`config.mk`:
```
export PLATFORM = sky130hd
export DESIGN_NAME = dpw_top
export DESIGN_NICKNAME = d
export VERILOG_FILES = /design/src/dpw_top.v
export VERILOG_INCLUDE_DIRS = /design/src /design/src/src
export SDC_FILE = /design/constraint.sdc
export NUM_CORES = 1
export LEC_CHECK = 0
export ABC_AREA = 1
export BUFFER_PORTS_ARGS = -buffer_cell sky130_fd_sc_hd__buf_2
export CAP_MARGIN = 0
export CORE_ASPECT_RATIO = 2
export CORE_UTILIZATION = 37
export CTS_CLUSTER_SIZE = 40
export DETAILED_ROUTE_END_ITERATION = 6
export PLACE_DENSITY = 0.77
export SYNTH_ARGS = -nofsm -noshare
export SYNTH_HDL_FRONTEND = slang
export SYNTH_SLANG_ARGS = --single-unit
```
`constraint.sdc`:
```
create_clock -name CORE_CLK_IN -period 1.4 [get_ports CORE_CLK_IN]
set_input_delay 0.14 -clock CORE_CLK_IN [delete_from_list [all_inputs] [get_ports CORE_CLK_IN]]
set_output_delay 0.14 -clock CORE_CLK_IN [all_outputs]
set_load 0.03 [all_outputs]
```
`src/dpw_regs.vh`:
```
`ifndef DPW_REGS_VH
`define DPW_REGS_VH
// Counter width and tap range
`define DPW_CNT_W 7
`define DPW_TAP_NUM 100
`define DPW_TAP_MAX 7'h63
`define DPW_TAP_MIN 7'h00
// Reset value of the position counter before the stored value is loaded
`define DPW_POS_RST 7'h00
// One step moves the counter by this much
`define DPW_POS_STEP 7'h01
// Controller states
`define DPW_ST_LOAD 1'b0
`define DPW_ST_RUN 1'b1
`endif

```
`src/dpw_top.v`:
```
`timescale 1ns/100ps
`include "dpw_regs.vh"

module dpw_top #(
  parameter CNT_W = `DPW_CNT_W,
  parameter TAP_NUM = `DPW_TAP_NUM
) (
  input wire CORE_CLK_IN,
  input wire RST_IN,
  input wire SEL_N_IN,
  input wire DIR_IN,
  input wire STEP_IN,
  input wire [CNT_W-1:0] NV_RDATA_IN,
  output reg [CNT_W-1:0] POS_OUT,
  output wire [TAP_NUM-1:0] TAP_SEL_OUT,
  output reg NV_WR_OUT,
  output reg [CNT_W-1:0] NV_WDATA_OUT,
  output reg READY_OUT
);

  // ****************************************
  // Local constants
  // ****************************************
  // Controller states: the part either waits for the stored word or follows the host
  localparam [0:0] ST_LOAD = `DPW_ST_LOAD;
  localparam [0:0] ST_RUN = `DPW_ST_RUN;
  // Tap limits, reset value and step size at the counter width
  localparam [CNT_W-1:0] POS_MAX = `DPW_TAP_MAX;
  localparam [CNT_W-1:0] POS_MIN = `DPW_TAP_MIN;
  localparam [CNT_W-1:0] POS_RST = `DPW_POS_RST;
  localparam [CNT_W-1:0] POS_ONE = `DPW_POS_STEP;

  // ****************************************
  // Internal signals
  // ****************************************
  reg state;
  reg next_state;
  reg step_prev;
  reg sel_n_prev;
  reg moved;
  reg next_moved;
  reg [CNT_W-1:0] next_pos;
  reg [CNT_W-1:0] load_pos;
  wire step_rise;
  wire deselect;
  wire running;
  wire step_ok;
  wire at_top;
  wire at_bottom;
  wire pos_change;
  wire save_req;

  // ****************************************
  // Edge detection of the control lines
  // ****************************************
  // Last step level; reset high so a line already high at power-up is not taken as a step
  always @(posedge CORE_CLK_IN or posedge RST_IN) begin
    if (RST_IN) begin
      step_prev <= 1'b1;
    end else begin
      step_prev <= STEP_IN;
    end
  end

  // Last select level; reset to deselected so power-up never looks like a deselect
  always @(posedge CORE_CLK_IN or posedge RST_IN) begin
    if (RST_IN) begin
      sel_n_prev <= 1'b1;
    end else begin
      sel_n_prev <= SEL_N_IN;
    end
  end

  // Steps are taken on the rising edge of the step line, so a long pulse counts once
  assign step_rise = STEP_IN & ~step_prev;
  // A rising select line ends an access and may start a save
  assign deselect = SEL_N_IN & ~sel_n_prev;
  // Only a loaded counter follows the host
  assign running = (state == ST_RUN);
  // A step counts only while selected and after the stored word is in
  assign step_ok = step_rise & ~SEL_N_IN & running;

  // ****************************************
  // Load controller
  // ****************************************
  // The stored word is taken once, in the first cycle after reset, then the host is followed
  always @* begin
    next_state = state;
    case (state)
      ST_LOAD: begin
        next_state = ST_RUN;
      end
      ST_RUN: begin
        next_state = ST_RUN;
      end
      default: begin
        next_state = ST_LOAD;
      end
    endcase
  end

  // State register; reset models power coming back
  always @(posedge CORE_CLK_IN or posedge RST_IN) begin
    if (RST_IN) begin
      state <= ST_LOAD;
    end else begin
      state <= next_state;
    end
  end

  // Ready tells the host that steps are honoured from now on
  always @(posedge CORE_CLK_IN or posedge RST_IN) begin
    if (RST_IN) begin
      READY_OUT <= 1'b0;
    end else begin
      READY_OUT <= (next_state == ST_RUN);
    end
  end

  // ****************************************
  // Position counter
  // ****************************************
  // A corrupt stored value beyond the top tap is clamped rather than decoded to no tap at all
  always @* begin
    load_pos = NV_RDATA_IN;
    if (NV_RDATA_IN > POS_MAX) begin
      load_pos = POS_MAX;
    end
  end

  // Ends of the array, where a step in that direction is dropped
  assign at_top = (POS_OUT == POS_MAX);
  assign at_bottom = (POS_OUT == POS_MIN);

  // Next position: load once, then up or down by one, held at either end of the array
  always @* begin
    next_pos = POS_OUT;
    if (!running) begin
      next_pos = load_pos;
    end else if (step_ok) begin
      if (DIR_IN) begin
        if (!at_top) begin
          next_pos = POS_OUT + POS_ONE;
        end
      end else begin
        if (!at_bottom) begin
          next_pos = POS_OUT - POS_ONE;
        end
      end
    end
  end

  // Seven-bit up/down counter; after the load it holds whenever no step is taken
  always @(posedge CORE_CLK_IN or posedge RST_IN) begin
    if (RST_IN) begin
      POS_OUT <= POS_RST;
    end else begin
      POS_OUT <= next_pos;
    end
  end

  // ****************************************
  // Nonvolatile save on deselect
  // ****************************************
  // Only a real change marks a move; a step held at an end needs no wearing write
  assign pos_change = running & (next_pos != POS_OUT);
  // Select high and a counted step exclude each other, so the saved word is settled
  assign save_req = deselect & moved & running;

  // Move flag: cleared by a save, set by a change; the set wins if both fall in one cycle
  always @* begin
    next_moved = moved;
    if (save_req) begin
      next_moved = 1'b0;
    end
    if (pos_change) begin
      next_moved = 1'b1;
    end
  end

  // Move flag register; a reset forgets moves that were never saved, as power loss does
  always @(posedge CORE_CLK_IN or posedge RST_IN) begin
    if (RST_IN) begin
      moved <= 1'b0;
    end else begin
      moved <= next_moved;
    end
  end

  // Write strobe to the store, one cycle per save
  always @(posedge CORE_CLK_IN or posedge RST_IN) begin
    if (RST_IN) begin
      NV_WR_OUT <= 1'b0;
    end else begin
      NV_WR_OUT <= save_req;
    end
  end

  // Saved word; it holds until the next save so the store may take it late
  always @(posedge CORE_CLK_IN or posedge RST_IN) begin
    if (RST_IN) begin
      NV_WDATA_OUT <= POS_RST;
    end else begin
      if (save_req) begin
        NV_WDATA_OUT <= POS_OUT;
      end
    end
  end

  // ****************************************
  // One-hot tap decoder
  // ****************************************
  // Codes above the top tap cannot occur: loads are clamped and steps saturate
  genvar i;
  generate
    for (i = 0; i < TAP_NUM; i = i + 1) begin : g_tap
      // Tap index as a sized constant, so the compare is at the counter width
      localparam [31:0] TAP_IDX = i;
      assign TAP_SEL_OUT[i] = (POS_OUT == TAP_IDX[CNT_W-1:0]);
    end
  endgenerate

endmodule // dpw_top

```
==> reports/metrics.cfg, run 1 <==
[outcome]
status=aborted with a tool error
stop_stage=clock tree synthesis (4_1_cts)
firstError=[ERROR DPL-0038] Utilization greater than 100%, impossible to legalize

[placement]
dp_hpwl_um=5946
gp_congestion=0.9080
io_buffers=127

[floorplan]
start_util=0.3820
ios=128
row_count=35
die_y_um=99.45
fp.dieW_um=50.72

[logic_synthesis]
synth.area.top_cells=dfrtp_1, nor2_1, nand2_1, nand3_1, o21ai_0
synth_cells=290
synth_area_leader_cell=dfrtp_1
avgSynthCellArea_um2=6.058
ys_seq_area_frac=0.2721
yosysWarnings=0
syn_nets=306
synthesis.area_um2=1757
synth.distinct_cells=32
yosys.area.top_type_share=0.2422
synth-seq-cells=19

[cts]
cts_sinks=19
numCtsBuffers=3
cts_resized=237
cts_root_buffer=clkbuf_8
cts_setup_buffers=24
htree_levels=1
cts_hold_buffers=2
cts.path.max_buffers=2

==> synth_stat cells <==
| cell type | count |
|---|---|
| buf_4 | 2 |
| nor2_1 | 107 |
| nand2_1 | 48 |
| nand4_1 | 1 |
| o21ai_1 | 2 |
| nand3_2 | 1 |
| and3_1 | 1 |
| inv_2 | 6 |
| nor2_8 | 1 |
| nor2_4 | 2 |
| nor3_1 | 2 |
| dfrtp_1 | 17 |
| buf_2 | 9 |
| clkbuf_1 | 1 |
| nor2_2 | 3 |
| nor3_2 | 2 |
| buf_6 | 2 |
| o211ai_1 | 1 |
| a22o_1 | 1 |
| inv_1 | 15 |
| conb_1 | 1 |
| nand2_2 | 2 |
| dfstp_2 | 2 |
| nand3_1 | 26 |
| ha_1 | 4 |
| a21oi_1 | 6 |
| or2_2 | 1 |
| clkinv_2 | 1 |
| nand2_4 | 5 |
| o32ai_1 | 1 |
| o21ai_0 | 16 |
| a21oi_2 | 1 |
==> metrics by stage <==
| step | setup TNS, ps | instances | area, um^2 | hold WS (ps) | setup WS [ps] |
|---|---|---|---|---|---|
| 3_5_place_dp | -7194 | 502 | 3647 | 167.4 | -170.6 |
| 3_3_place_gp | -3994 | 502 | 3647 | 163.6 | -105.0 |
| 2_1_floorplan | -10200 | 290 | 2638 | 89.16 | -250.3 |
==> cells by family after synthesis <==
family	after synthesis	share of synthesized area
AO/OA/AOI/OAI	28	0.08761
AND/OR/NAND/NOR	202	0.5128
adder cells (fa/ha/maj)	4	0.02849
other	1	0.002135
flip-flops	19	0.2721
buffers and inverters	36	0.09685
==> run 2: changes to the inputs <==
CORE_ASPECT_RATIO = unset   (was 2)
CORE_UTILIZATION = 35   (was 37)
CTS_CLUSTER_SIZE = unset   (was 40)
PLACE_DENSITY = unset   (was 0.77)
PLACE_DENSITY_LB_ADDON = 0.15   (was unset)
clock period = 1.8 ns   (was 1.4 ns; I/O delays follow)
==> run 2 against run 1 <==
Compared with the run above: the flow now finishes without violations; synthesized cell count unchanged; synthesized area unchanged.
==> reports/metrics.cfg, run 2 <==
[logic_synthesis]
ys_async_sr_fraction=1.000  ; unchanged
ys_seq_area_frac=0.2721  ; unchanged
synth.area.top_cells=dfrtp_1, nor2_1, nand2_1, nand3_1, o21ai_0
synthesis.area_um2=1757  ; unchanged
synth_ff_type=dfrtp_1
synth_cells=290  ; unchanged
avgSynthCellArea_um2=6.058  ; unchanged
yosysWarnings=0  ; unchanged
synth_common_cells=nor2_1, nand2_1, nand3_1
yosys.area.top_type_share=0.2422  ; unchanged
post-synth-top-count-cell=nor2_1
synth_area_leader_cell=dfrtp_1
synth.distinct_cells=32  ; unchanged
syn_nets=306  ; unchanged
synth_edf_count=0  ; unchanged
synth-seq-cells=19  ; unchanged

[route]
dr.first_iter.drc_count=123
first_pass_iters=4
num_vias=2385
wirelength_um=6424
antenna_left=0
wl_met3_um=458
drc_errors=0
wl_met2_um=3197
top_layer=met4
avgRoutedWirePerCell_um=12.93
vias_per_cell=4.799
routedLengthMet1_um=2755

[cells_and_area]
fin_area_um2=2765
finalNetCount=447
register_area_um2=484.2
final_common_cell=buf_2
reg_top3=NV_WDATA_OUT: 7 flops, POS_OUT: 7 flops
multi_input_area_um2=1234
syn_to_final_growth_pct=57.41
final_cell_mix=buf_2, nor2_1, nand2_1
drive_above_1_share=0.4953
diodes=0
final_cells=497
fillCellCount=508

[floorplan]
row_count=25  ; -29%
start_util=0.3671  ; -0.01498
ios=128  ; unchanged
core_um2=4786
fp.dieW_um=72.85  ; +44%
dieArea_um2=5306
die_y_um=72.85  ; -27%

[min_path]
worstHoldPathType=in2reg

[placement]
dp_hpwl_um=4900  ; -18%
post-place-ws_ps=91.54  ; +262.1 ps
gp_congestion=0.9201  ; +1.3%
postPlaceCellArea_um2=2521  ; -31%
dp.cells=485  ; -3.4%
io_buffers=127  ; unchanged

[sta]
relSlewSlack=0.5106
hold_violations=0
fmax_mhz=579.6
worst_pin_slew_ps=733.3
layout_min_cycle_time_ps=1725
fin_hold_ws_ps=30.15
clock_skew_ps=0.9002
setup_viol_count_final=0
post-route-period-util=0.9585
finalMaxSlewViolations=0
rsz0062_at_grt=yes
fin_ws_ps=74.74

[global_route]
grt_pass1_vias=1864
antenna_found_initial=0
grt_overflow=0
grt_max_degree=20
track_usage=0.2315
grt_pass1_wl_um=9563

[power_and_ir_drop]
power.density_nw_per_um2=673.7
finalPower_mw=1.863
leakage_nw=1.535
ir_worst_vdd_mv=0.3654

[outcome]
status=finished clean

[setup_path]
worstPathRequired_ps=1620
critPathLaunchType=register
cp-end-kind=output pin
worstPathArrival_ps=1550
setup.worst_path.class=reg2out
cp_max_fo=6

[job]
max_cap_viol_count=0

[cts]
cts_sinks=19  ; unchanged
clock_latency_ps=260
cts_hold_buffers=0  ; -2
cts.path.max_buffers=2  ; unchanged
numCtsBuffers=3  ; unchanged
cts_root_buffer=clkbuf_8
cts_tree=done
clk_pin_slew_ps=70
htree_levels=1  ; unchanged

run 2: cell counts after synthesis:
Identical to the previous run, type by type.
run 2: logic make-up after synthesis:
logic type,synth area share
compound gates,0.08761
fa+ha+maj,0.02849
buf+inv,0.09685
flops,0.2721
other cells,0.002135
simple gates,0.5128
run 2: cell type report:
class	instances	share of cell area
multi-input cells	235	0.4462
repair buffers	150	0.2995
flip-flops and latches	19	0.1751
inverters	22	0.03213
well taps	67	0.03032
clock buffers	3	0.01493
clock inverters	1	0.001810
run 2: timing repair:
item | in CTS | in global routing
resized for setup | 23 | 19
endpoints found under the setup margin | 81 | 78
setup buffers | 0 | 8
cloned | 0 | 0
run 2: path summary, 6_finish.rpt:
check                      slack (ps)            start  cells past startpoint              end
max                                70       POS_OUT[0]                      7  TAP_SEL_OUT[63]
min                                30          STEP_IN                      1        step_prev
max reg2reg                       220       POS_OUT[0]                     10       POS_OUT[6]
min reg2reg                       480  NV_WDATA_OUT[3]                      2  NV_WDATA_OUT[3]
max in group asynchronous        1260           RST_IN                      2       POS_OUT[6]
min in group asynchronous          40           RST_IN                      2  NV_WDATA_OUT[4]
run 2: per-stage QoR:
step	util	TNS (ps)
after detailed placement	0.5268	0
after CTS	0.5540	0
after global placement	0.5268	0
final	0.5778	0
after floorplan	-	-672.8
after global routing	0.5778	-60.93
run 2: power by group:
part           total (mW)  internal (mW)  switching [mW]
combinational       0.961          0.296           0.665
clock               0.296          0.154           0.142
sequential          0.607          0.534          0.0727
total                1.86          0.984           0.879
run 2: routing by layer:
layer,vias to the layer above,track usage
li1,1193,-
met1,1088,0.3219
met3,2,0.04006
met5,-,0
met4,0,0.03486
met2,102,0.3832
run 2: worst max-delay path, stage by stage (launching register included):
cell,delay (ps)
dfrtp_2,420
ha_1,180
inv_1,80
nor2_2,170
buf_4,140
nand2_1,60
inv_1,60
buf_2,180
Note: power is estimated with default switching activity, not from simulation.
